==> config.mk <==
export PLATFORM = sky130hd
export DESIGN_NAME = torch_height_cut_sequencer
export DESIGN_NICKNAME = d
export VERILOG_FILES = /design/src/hdl/thc_seq_pkg.sv /design/src/hdl/torch_height_cut_sequencer.sv
export VERILOG_INCLUDE_DIRS = /design/src /design/src/hdl
export SDC_FILE = /design/constraint.sdc
export NUM_CORES = 1
export LEC_CHECK = 0
export BUFFER_PORTS_ARGS = -buffer_cell sky130_fd_sc_hd__clkbuf_2
export CAP_MARGIN = 20
export CORE_ASPECT_RATIO = 0.8
export CORE_UTILIZATION = 49
export DETAILED_ROUTE_END_ITERATION = 10
export PLACE_DENSITY_LB_ADDON = 0.12
export SLEW_MARGIN = 20
export SYNTH_ARGS = -nofsm -noshare
export SYNTH_HDL_FRONTEND = slang
export SYNTH_SLANG_ARGS = --single-unit
==> constraint.sdc <==
create_clock -name clk -period 5 [get_ports clk]
set_input_delay 0.5 -clock clk [delete_from_list [all_inputs] [get_ports clk]]
set_output_delay 0.5 -clock clk [all_outputs]
set_load 0.01 [all_outputs]
==> src/hdl/thc_seq_defs.svh <==
// Purpose: constants for the torch height cut sequencer
// Assumes: 100 MHz clock
// Notes: times in their own unit, cycle counts derived from them; pierce and step times kept short, raise for a real lifter
`ifndef THC_SEQ_DEFS_SVH
`define THC_SEQ_DEFS_SVH
`define CLK_MHZ 100
`define PIERCE_DELAY_US 100
`define PIERCE_DELAY_CYC (`PIERCE_DELAY_US * `CLK_MHZ)
`define IGNITE_TIMEOUT_US 5000
`define IGNITE_TIMEOUT_CYC (`IGNITE_TIMEOUT_US * `CLK_MHZ)
`define STEP_HALF_US 1
`define STEP_HALF_CYC (`STEP_HALF_US * `CLK_MHZ)
`define PROBE_LIFT_STEPS 16'h0020
`define VOLT_DEADBAND 12'h010
`define SLOPE_LIMIT 12'h040
`define AVG_SHIFT 3
`endif

==> src/hdl/thc_seq_pkg.sv <==
// Purpose: types for the torch height cut sequencer
// Assumes: nothing
// Notes: state enum and grouped pins
package thc_seq_pkg;
    typedef enum logic [2:0] {
        st_idle, st_probe_down, st_probe_lift, st_ignite, st_pierce, st_cut, st_arc_lost
    } seq_state_t;
    typedef struct packed {
        logic step_p;
        logic step_n;
        logic dir_p;
        logic dir_n;
    } motor_pins_t;
endpackage : thc_seq_pkg

==> src/hdl/torch_height_cut_sequencer.sv <==
// Purpose: cut sequencing and lifter step generation of a torch height controller
// Assumes: all inputs synchronous to clk; inputs already active high
// Notes: arc voltage arrives as a 12-bit sample with a valid strobe
// Functional notes
// - cycle start runs probe, then starts cut
// - voltage hold freezes height correction
// - motion permit after ignition plus pierce delay
// - cutter start contact strikes the arc
// - arc valid watched through whole cut
// - lifter driven by differential step and dir
// - ohmic input detects plate contact
// - excessive voltage slope halts height correction
// - float input also detects plate contact
// - arc valid drop during cut is loss
`timescale 1ns/1ps
`include "thc_seq_defs.svh"
module torch_height_cut_sequencer (
    input wire logic clk,
    input wire logic rst,
    input wire logic cycle_start,
    input wire logic voltage_hold_input,
    input wire logic arc_valid_input,
    input wire logic ohmic_contact,
    input wire logic float_contact,
    input wire logic [11:0] arc_volts,
    input wire logic arc_volts_valid,
    input wire logic [11:0] volts_setpoint,
    output thc_seq_pkg::motor_pins_t motor,
    output logic cutter_start,
    output logic motion_permit,
    output logic arc_lost,
    output logic regulating
);
    thc_seq_pkg::seq_state_t state;
    thc_seq_pkg::seq_state_t next_state;
    logic [31:0] timer;
    logic [15:0] lift_count;
    logic [15:0] half_count;
    logic step_level;
    logic dir_up;
    logic [11:0] avg_volts;
    logic [11:0] prev_volts;
    logic slope_trip;

    function automatic logic [11:0] abs_diff(input logic [11:0] a, input logic [11:0] b);
        abs_diff = (a > b) ? (a - b) : (b - a);
    endfunction : abs_diff

    // either sensor counts; float kept as crash backup when ohmic fails on dirty plate
    wire surface_hit = ohmic_contact | float_contact;
    wire pierce_done = (timer >= 32'(`PIERCE_DELAY_CYC - 1));
    wire ignite_late = (timer >= 32'(`IGNITE_TIMEOUT_CYC - 1));
    wire half_tick = (half_count == 16'(`STEP_HALF_CYC - 1));
    wire slope_now = arc_volts_valid && (abs_diff(arc_volts, prev_volts) > `SLOPE_LIMIT);
    wire in_arc = (state == thc_seq_pkg::st_pierce) || (state == thc_seq_pkg::st_cut);
    wire arc_drop = in_arc && !arc_valid_input;
    // correction only in cut, not held, not tripped by a void
    wire reg_enable = (state == thc_seq_pkg::st_cut) && !voltage_hold_input && !slope_trip;
    wire too_high = abs_diff(avg_volts, volts_setpoint) > `VOLT_DEADBAND && avg_volts > volts_setpoint;
    wire too_low = abs_diff(avg_volts, volts_setpoint) > `VOLT_DEADBAND && avg_volts < volts_setpoint;
    wire probe_move = (state == thc_seq_pkg::st_probe_down) || (state == thc_seq_pkg::st_probe_lift);
    wire want_step = probe_move || (reg_enable && (too_high || too_low));
    // high arc voltage means a long arc, so the torch goes down; low voltage lifts it
    wire want_up = (state == thc_seq_pkg::st_probe_lift) || (reg_enable && too_low);
    wire step_fall = half_tick && step_level;
    wire lift_done = (lift_count == `PROBE_LIFT_STEPS);
    // outputs follow the next state so contacts open on the very edge the state leaves
    wire next_cutter = (next_state == thc_seq_pkg::st_ignite) || (next_state == thc_seq_pkg::st_pierce)
        || (next_state == thc_seq_pkg::st_cut);
    wire next_permit = (next_state == thc_seq_pkg::st_cut);
    wire next_lost = (next_state == thc_seq_pkg::st_arc_lost);
    wire next_regulating = (next_state == thc_seq_pkg::st_cut) && reg_enable;

    // dropping cycle_start ends any cycle; a lost arc stays flagged until that drop
    always_comb begin
        next_state = state;
        case (state)
            thc_seq_pkg::st_idle: begin
                if (cycle_start) begin
                    next_state = thc_seq_pkg::st_probe_down;
                end
            end
            thc_seq_pkg::st_probe_down: begin
                if (surface_hit) begin
                    next_state = thc_seq_pkg::st_probe_lift;
                end
            end
            thc_seq_pkg::st_probe_lift: begin
                if (lift_done) begin
                    next_state = thc_seq_pkg::st_ignite;
                end
            end
            thc_seq_pkg::st_ignite: begin
                if (arc_valid_input) begin
                    next_state = thc_seq_pkg::st_pierce;
                end else if (ignite_late) begin
                    next_state = thc_seq_pkg::st_arc_lost;
                end
            end
            thc_seq_pkg::st_pierce: begin
                if (arc_drop) begin
                    next_state = thc_seq_pkg::st_arc_lost;
                end else if (pierce_done) begin
                    next_state = thc_seq_pkg::st_cut;
                end
            end
            thc_seq_pkg::st_cut: begin
                if (arc_drop) begin
                    next_state = thc_seq_pkg::st_arc_lost;
                end
            end
            thc_seq_pkg::st_arc_lost: begin
                next_state = thc_seq_pkg::st_arc_lost;
            end
            default: begin
                next_state = thc_seq_pkg::st_idle;
            end
        endcase
        if (!cycle_start) begin
            next_state = thc_seq_pkg::st_idle;
        end
    end

    always_ff @(posedge clk) begin
        if (rst) begin
            state <= thc_seq_pkg::st_idle;
        end else begin
            state <= next_state;
        end
    end

    // restarts on every state change, so each wait is timed from its own entry
    always_ff @(posedge clk) begin
        if (rst || next_state != state) begin
            timer <= 32'h0;
        end else begin
            timer <= timer + 32'h1;
        end
    end

    // step generator: each step is one high and one low half period
    always_ff @(posedge clk) begin
        if (rst || (!want_step && !step_level) || half_tick) begin
            half_count <= 16'h0;
        end else begin
            half_count <= half_count + 16'h1;
        end
    end

    always_ff @(posedge clk) begin
        if (rst) begin
            step_level <= 1'b0;
            dir_up <= 1'b0;
        end else if (half_tick) begin
            step_level <= !step_level && want_step;
        end else if (!step_level) begin
            dir_up <= want_up; // dir only changes between pulses, keeps driver setup time
        end
    end

    always_ff @(posedge clk) begin
        if (rst || state != thc_seq_pkg::st_probe_lift) begin
            lift_count <= 16'h0;
        end else if (step_fall && dir_up) begin
            // only up pulses count; the touching down pulse also ends in this state
            lift_count <= lift_count + 16'h1;
        end
    end

    // moving average against fast slope; trip latched until next cut
    always_ff @(posedge clk) begin
        if (rst) begin
            avg_volts <= 12'h000;
            prev_volts <= 12'h000;
            slope_trip <= 1'b0;
        end else begin
            if (arc_volts_valid) begin
                prev_volts <= arc_volts;
                avg_volts <= avg_volts - (avg_volts >> `AVG_SHIFT) + (arc_volts >> `AVG_SHIFT);
            end
            if (state != thc_seq_pkg::st_cut) slope_trip <= 1'b0;
            else if (slope_now) slope_trip <= 1'b1;
        end
    end

    // inverted legs idle high so the pairs stay complementary in reset too
    always_ff @(posedge clk) begin
        if (rst) begin
            motor.step_p <= 1'b0;
            motor.step_n <= 1'b1;
            motor.dir_p <= 1'b0;
            motor.dir_n <= 1'b1;
        end else begin
            motor.step_p <= step_level;
            motor.step_n <= !step_level;
            motor.dir_p <= dir_up;
            motor.dir_n <= !dir_up;
        end
    end

    always_ff @(posedge clk) begin
        if (rst) begin
            cutter_start <= 1'b0;
            motion_permit <= 1'b0;
        end else begin
            cutter_start <= next_cutter;
            motion_permit <= next_permit;
        end
    end

    always_ff @(posedge clk) begin
        if (rst) begin
            arc_lost <= 1'b0;
            regulating <= 1'b0;
        end else begin
            arc_lost <= next_lost;
            regulating <= next_regulating;
        end
    end
endmodule : torch_height_cut_sequencer

==> flow_metrics.py, run 1 <==
metrics = {
    "grt": {
        "grt-ovfl-total": 0,
        "grtUsageTotal_pct": 20.94,
        "grt_start_max_net_pins": 38,
        "grt_pass1_vias": 5487,
        "antenna_found_initial": 0,
        "grt_pass1_wl_um": 26700,
    },
    "critical_path": {
        "path_class": "flop to flop",
        "crit_arrival_ps": 3980,
        "crit_path_end_kind": "flop",
        "cp_max_fo": 17,
        "crit_required_ps": 5230,
        "crit_path_start_kind": "flop",
    },
    "finish": {
        "nNetsFinal": 1053,
        "multiInputGateArea_um2": 4987,
        "fin_cells": 1140,
        "layout_commonest_cell": "nor2_1",
        "fill_cells": 1484,
        "mostFrequentLayoutCells": "nor2_1 (118), dfxtp_1 (102), inv_1 (87)",
        "seq_area_um2": 2042,
        "syn2layout_area_growth_pct": 8.245,
        "antenna_cells": 0,
        "drive_gt1_share_pct": 9.779,
    },
    "yosys": {
        "synth-xor-area-share_pct": 9.560,
        "syn_inst": 925,
        "synth_edf_count": 0,
        "synth.yosys.seq_area_share_pct": 27.18,
        "syn_area_per_cell_um2": 8.121,
        "yosys_most_used_dff": "dfxtp_1",
        "synthArstFlopShare_pct": 0,
        "yosys.area_share.simple_pct": 22.83,
        "synth_compound_area_share_pct": 15.32,
        "yosysUniqueCellTypes": 70,
        "muxShareOfSynthArea_pct": 4.880,
        "synth_top_family_by_area": "simple AND/OR/NAND/NOR gates",
        "syn_nets": 1032,
        "yosys_warnings": 0,
        "netlist_area_um2": 7512,
        "synthAdderAreaFrac_pct": 13.79,
        "ys_ff_latch": 102,
    },
    "routing": {
        "antenna_left": 0,
        "viasPerCell": 5.371,
        "firstDrtPassIters": 5,
        "drt_wl_total_um": 15940,
        "drcViolationCount": 0,
        "first_iter_violations": 317,
        "wire_per_inst_um": 13.98,
        "vias": 6123,
    },
    "clocking": {
        "clk_latency_ps": 360,
        "ctsLongestPathBuffers": 2,
        "cts-htree-levels": 3,
        "post_cts_buffers": 0,
        "numCtsBuffers": 9,
        "cts_hold_buf": 0,
        "ctsRootBufferMaster": "clkbuf_16",
        "cts.sinks": 102,
        "cts.clk_slew.worst_paths_ps": 70,
        "cts_tree": "yes",
        "ctsResizeCount": 0,
    },
    "power": {
        "comb_power_share_pct": 45.5,
        "p_seq_share_pct": 29.4,
        "p_switching_w": 0.001177,
        "ir_worst_vdd_mv": 0.1651,
        "clkPwrFrac_pct": 25.2,
        "power_leakage_nw": 3.446,
        "p_sw_share_pct": 38.02,
        "p_int_w": 0.001918,
        "p_per_area_nw_per_um2": 380.6,
    },
    "placed_design": {
        "portBuffers": 39,
        "post-dp-hpwl_um": 11970,
        "gp_congestion": 0.9147,
        "dp_slack_ps": 1146,
        "dp.cells": 1124,
    },
    "floorplan": {
        "die_y_um": 112.7,
        "rows": 40,
        "io_pins": 40,
        "core_area_um2": 15010,
        "fp.dieW_um": 140.4,
        "initial_core_util_pct": 50.03,
        "die_area_um2": 15830,
    },
    "sta": {
        "worstMarginPinSlew_ps": 946.8,
        "maxSlewViolCount": 0,
        "finalCritPeriodShare_pct": 75.03,
        "grt_setup_unrepaired": "no",
        "setup_tns_ps": 0,
        "max_freq_ghz": 0.2666,
        "setup_viol": 0,
        "setup_ws_ps": 1249,
        "skew_ps": 8.199,
        "maxSlewHeadroom_pct": 36.88,
        "finalCriticalPeriod_ps": 3751,
        "hold_viol": 0,
    },
    "run_status": {
        "status": "finished, final reports clean",
    },
    "hold_path": {
        "hp-class": "input port to flop",
    },
    "run": {
        "drv_cap": 0,
    },
}
cell usage after synthesis, types with 9 or more instances:
master    count  area, µm²
ha_1         62      775.7
nor2_2       14      87.58
fa_1         13      260.3
nand3_1      34      170.2
nor4_1       11      68.82
o21ai_0      27      135.1
nand2b_1     15      93.84
nand2_1      53      198.9
xnor2_1      34      297.8
nand4_1      17      106.4
mux2i_1      31      310.3
or2_2         9      56.30
clkbuf_1     16      60.06
inv_1        87      326.6
nor3_1       20      100.1
a21oi_1      38      190.2
xor2_1       48      420.4
a211oi_1     14      105.1
and3_1       11      68.82
dfxtp_1     102       2042
a21o_1       14      105.1
nor2_1      118      442.9
nor2b_1      13      81.33
through the flow:
step | utilization (%) | area [µm²] | hold WS, ps | power [W]
6_report | 54.16 | 8132 | 413.5 | 0.003095
3_5_place_dp | 51.97 | 7802 | 455.7 | 0.002318
2_1_floorplan | - | 7512 | 405.1 | 0.002055
5_1_grt | 54.16 | 8132 | 437.4 | 0.003346
3_3_place_gp | 51.97 | 7802 | 452.7 | 0.002318
4_1_cts | 54.16 | 8132 | 401.8 | 0.003116
power groups by stage:
stage,combinational [W],clock (W),sequential [W]
2_1_floorplan,0.00115,0,0.000905
3_3_place_gp,0.00139,0,0.000927
3_5_place_dp,0.00139,0,0.000928
4_1_cts,0.00140,0.000807,0.000909
5_1_grt,0.00160,0.000834,0.000915
6_report,0.00141,0.000779,0.000909
sequential cells by signal, summed over array words and instances, names as in the netlist:
| register | cells |
|---|---|
| timer | 32 |
| half_count | 16 |
| lift_count | 16 |
| avg_volts | 12 |
| prev_volts | 12 |
| motor | 4 |
| state | 3 |
| arc_lost | 1 |
| cutter_start | 1 |
| dir_up | 1 |
| motion_permit | 1 |
| regulating | 1 |
| slope_trip | 1 |
| step_level | 1 |
critical path, stage by stage, from the launching register on:
cell	delay, ps
dfxtp_1	400
ha_1	560
nand3_1	190
nor4_1	700
a211o_1	260
a21o_1	290
o21ai_0	140
a211oi_1	260
nand4_1	260
a21oi_4	460
nor3b_1	90
per-layer routing:
metal  global-route usage, %  up-vias  routed length, µm  part of all wire (%)
li1                        -     3232                  -                     -
met1                   30.86     2782               8611                    54
met2                   31.50       97               6543                    41
met3                   4.359       12                660                   4.1
met4                   3.956        0                127                  0.80
met5                       0        -                  0                     0
cells by family after synthesis:
family                   after synthesis
AND/OR/NAND/NOR                      345
AO/OA/AOI/OAI                        167
buffers and inverters                118
flip-flops                           102
XOR/XNOR                              82
adder cells (fa/ha/maj)               75
multiplexers                          36
worst paths after layout:
path                 from             to  slack [ps]  cells past startpoint
max          avg_volts[9]  half_count[0]        1250                     10
min          arc_volts[2]  prev_volts[2]         410                      3
max reg2reg  avg_volts[9]  half_count[0]        1250                     10
min reg2reg      timer[0]       timer[0]         470                      1
cell type report:
type / instances / area share, %
well taps: 189 / 2.908
clock inverters: 7 / 1.277
flip-flops and latches: 102 / 25.11
repair buffers: 41 / 2.585
clock buffers: 9 / 2.770
multi-input cells: 705 / 61.33
inverters: 87 / 4.016
No activity file was read; power rests on OpenSTA's default activity.
==> run 2: changes to the inputs <==
Settings changed: ABC_AREA set to 1.
Clock period 5 ns to 3.3 ns, I/O delays scaled along.
==> flow_metrics.py, run 2 <==
metrics = {
    "clocking": {
        "cts_hold_buf": 0,
        "cts-htree-levels": 3,
        "cts_tree": "yes",
        "cts.clk_slew.worst_paths_ps": 80,
        "cts.sinks": 102,
        "numCtsBuffers": 9,
        "ctsRootBufferMaster": "clkbuf_16",
        "ctsLongestPathBuffers": 2,
        "clk_latency_ps": 360,
        "post_cts_buffers": 0,
        "ctsResizeCount": 0,
    },
    "yosys": {
        "synth_area_leaders": "dfxtp_1 (24%), nand2_1 (15%), inv_1 (12%), ha_1 (9.1%), nor2_1 (5.8%)",
        "yosysUniqueCellTypes": 43,
        "syn_inst": 1354,
        "ys_ff_latch": 102,
        "yosys_warnings": 0,
        "synth_top_area_cell": "dfxtp_1",
        "synthArstFlopShare_pct": 0,
        "synth_top_area_share_pct": 24.07,
        "synth.yosys.seq_area_share_pct": 24.07,
        "syn_area_per_cell_um2": 6.266,
        "yosys_most_used_dff": "dfxtp_1",
        "synth_edf_count": 0,
        "synth.most_common_cell": "nand2_1",
        "netlist_area_um2": 8484,
        "synth_commonest_cells": "nand2_1 (348), inv_1 (265), nor2_1 (130), dfxtp_1 (102), nand3_1 (86)",
        "syn_nets": 1461,
    },
    "routing": {
        "viasPerCell": 4.973,
        "antenna_left": 0,
        "firstDrtPassIters": 5,
        "first_iter_violations": 560,
        "drcViolationCount": 0,
        "drt_wl_total_um": 19680,
        "wire_per_inst_um": 12.24,
        "vias": 7996,
    },
    "finish": {
        "layout_commonest_cell": "nand2_1",
        "fill_cells": 1689,
        "top_register": "timer",
        "drive_gt1_share_pct": 6.916,
        "mostFrequentLayoutCells": "nand2_1 (348), inv_1 (265), nor2_1 (130)",
        "largest_reg_flops": 32,
        "multiInputGateArea_um2": 5309,
        "top_regs": "timer x32, half_count x16, lift_count x16",
        "syn2layout_area_growth_pct": 8.008,
        "antenna_cells": 0,
        "fin_util_pct": 54.66,
        "seq_area_um2": 2042,
        "nNetsFinal": 1490,
    },
    "critical_path": {
        "crit_path_end_kind": "flop",
        "crit_start": "avg_volts[0]",
        "r2r-start": "avg_volts[0]",
        "crit_path_start_kind": "flop",
        "crit_required_ps": 3580,
        "cp_max_fo": 16,
        "path_class": "flop to flop",
        "crit_arrival_ps": 3050,
    },
    "power": {
        "comb_power_share_pct": 52.0,
        "p_per_area_nw_per_um2": 570.2,
        "p_int_w": 0.002956,
        "p_sw_share_pct": 43.44,
        "power_leakage_nw": 4.495,
        "power_w": 0.005225,
        "p_switching_w": 0.002270,
        "ir_worst_vdd_mv": 0.2838,
        "p_seq_share_pct": 26.7,
        "clkPwrFrac_pct": 21.3,
    },
    "grt": {
        "grt_pass1_wl_um": 33520,
        "antenna_found_initial": 0,
        "grt-ovfl-total": 0,
        "grt_pass1_vias": 7237,
        "grt_start_max_net_pins": 33,
        "grtUsageTotal_pct": 23.20,
    },
    "placed_design": {
        "dp_slack_ps": 442.5,
        "post-dp-hpwl_um": 15760,
        "portBuffers": 39,
        "gp_congestion": 0.9374,
    },
    "sta": {
        "setup_viol": 0,
        "finalCriticalPeriod_ps": 2772,
        "worstMarginPinSlew_ps": 598.1,
        "hold_viol": 0,
        "finalCritPeriodShare_pct": 84.00,
        "max_freq_ghz": 0.3607,
        "maxSlewHeadroom_pct": 59.70,
        "maxSlewViolCount": 0,
        "setup_tns_ps": 0,
        "setup_ws_ps": 527.8,
        "grt_setup_unrepaired": "no",
        "skew_ps": 12.78,
    },
    "floorplan": {
        "die_area_um2": 17850,
        "fp.dieW_um": 149.1,
        "die_y_um": 119.7,
        "initial_core_util_pct": 50.61,
        "rows": 42,
        "io_pins": 40,
        "core_area_um2": 16760,
    },
    "run_status": {
        "status": "finished, final reports clean",
    },
    "hold_path": {
        "min_from": "arc_volts[2]",
        "hp-class": "input port to flop",
    },
    "run": {
        "drv_cap": 0,
    },
}
## run 2: cell types whose count changed after synthesis, sizes merged, moves of 13 or more
| cell | before | now |
|---|---|---|
| a211oi | 16 | 1 |
| nand4 | 17 | 39 |
| nor3 | 20 | 34 |
| mux2i | 31 | 0 |
| xnor2 | 34 | 17 |
| nand3 | 34 | 91 |
| nor2b | 13 | 0 |
| a21o | 15 | 2 |
| a21oi | 39 | 77 |
| nand2b | 15 | 0 |
| inv | 87 | 271 |
| nand2 | 53 | 351 |
## run 2: layout make-up
type	instances	share of cell area [%]
Multi-Input combinational cell	956	57.93
Sequential cell	102	22.28
Inverter	272	11.14
Tap cell	220	3.004
Clock buffer	12	2.690
Timing Repair Buffer	42	2.376
Clock inverter	4	0.5735
## run 2: logic make-up (layout without fill, tap and decap cells)
group | after synthesis | count (layout) | synth area share, %
buf+inv | 296 | 330 | 13.36
fa+ha+maj | 75 | 75 | 12.21
compound gates | 136 | 136 | 8.509
simple gates | 685 | 685 | 35.66
flops | 102 | 102 | 24.07
xor+xnor | 60 | 60 | 6.194
## run 2: power by group through the flow
stage / clock network, W / registers [W] / logic, W
5_1_grt: 0.00118 / 0.00140 / 0.00316
3_5_place_dp: 0 / 0.00142 / 0.00270
3_3_place_gp: 0 / 0.00142 / 0.00268
4_1_cts: 0.00114 / 0.00139 / 0.00271
6_report: 0.00111 / 0.00139 / 0.00272
2_1_floorplan: 0 / 0.00139 / 0.00219
## run 2: final timing paths
kind,to,slack [ps],cells past startpoint
max,half_count[0],530,18
max reg2reg,half_count[0],530,18
min,prev_volts[2],230,3
min reg2reg,timer[0],440,1
## run 2: worst max-delay path, stage by stage (launching register included)
cell and delay [ps]:
dfxtp_1 350, inv_1 80, ha_1 210, fa_1 410, inv_1 120, nand3_1 70, nand3_1 150, nand2_1 90
nand3_2 130, nand2_4 110, inv_2 80, nand2_1 50, nand3_1 60, nand2_1 60, nand3_1 100, nand2_1 140
nand2_2 120, nand3_4 220, nor2_1 160
## run 2: metrics by stage
stage / hold WS [ps] / instance area, µm² / cells
global placement: 424.8 / 8865 / 1592
global route: 243.1 / 9164 / 1608
finish: 234.9 / 9164 / 1608
detailed placement: 432.4 / 8865 / 1592
floorplan: 413.0 / 8484 / 1354
CTS: 226.1 / 9164 / 1608
## run 2: metal layers
| metal | track usage, % | up-vias | wire (µm) |
|---|---|---|---|
| li1 | - | 4300 | - |
| met1 | 34.85 | 3518 | 10600 |
| met2 | 34.45 | 156 | 7922 |
| met3 | 3.346 | 22 | 897 |
| met4 | 5.548 | 0 | 260 |
| met5 | 0 | - | 0 |
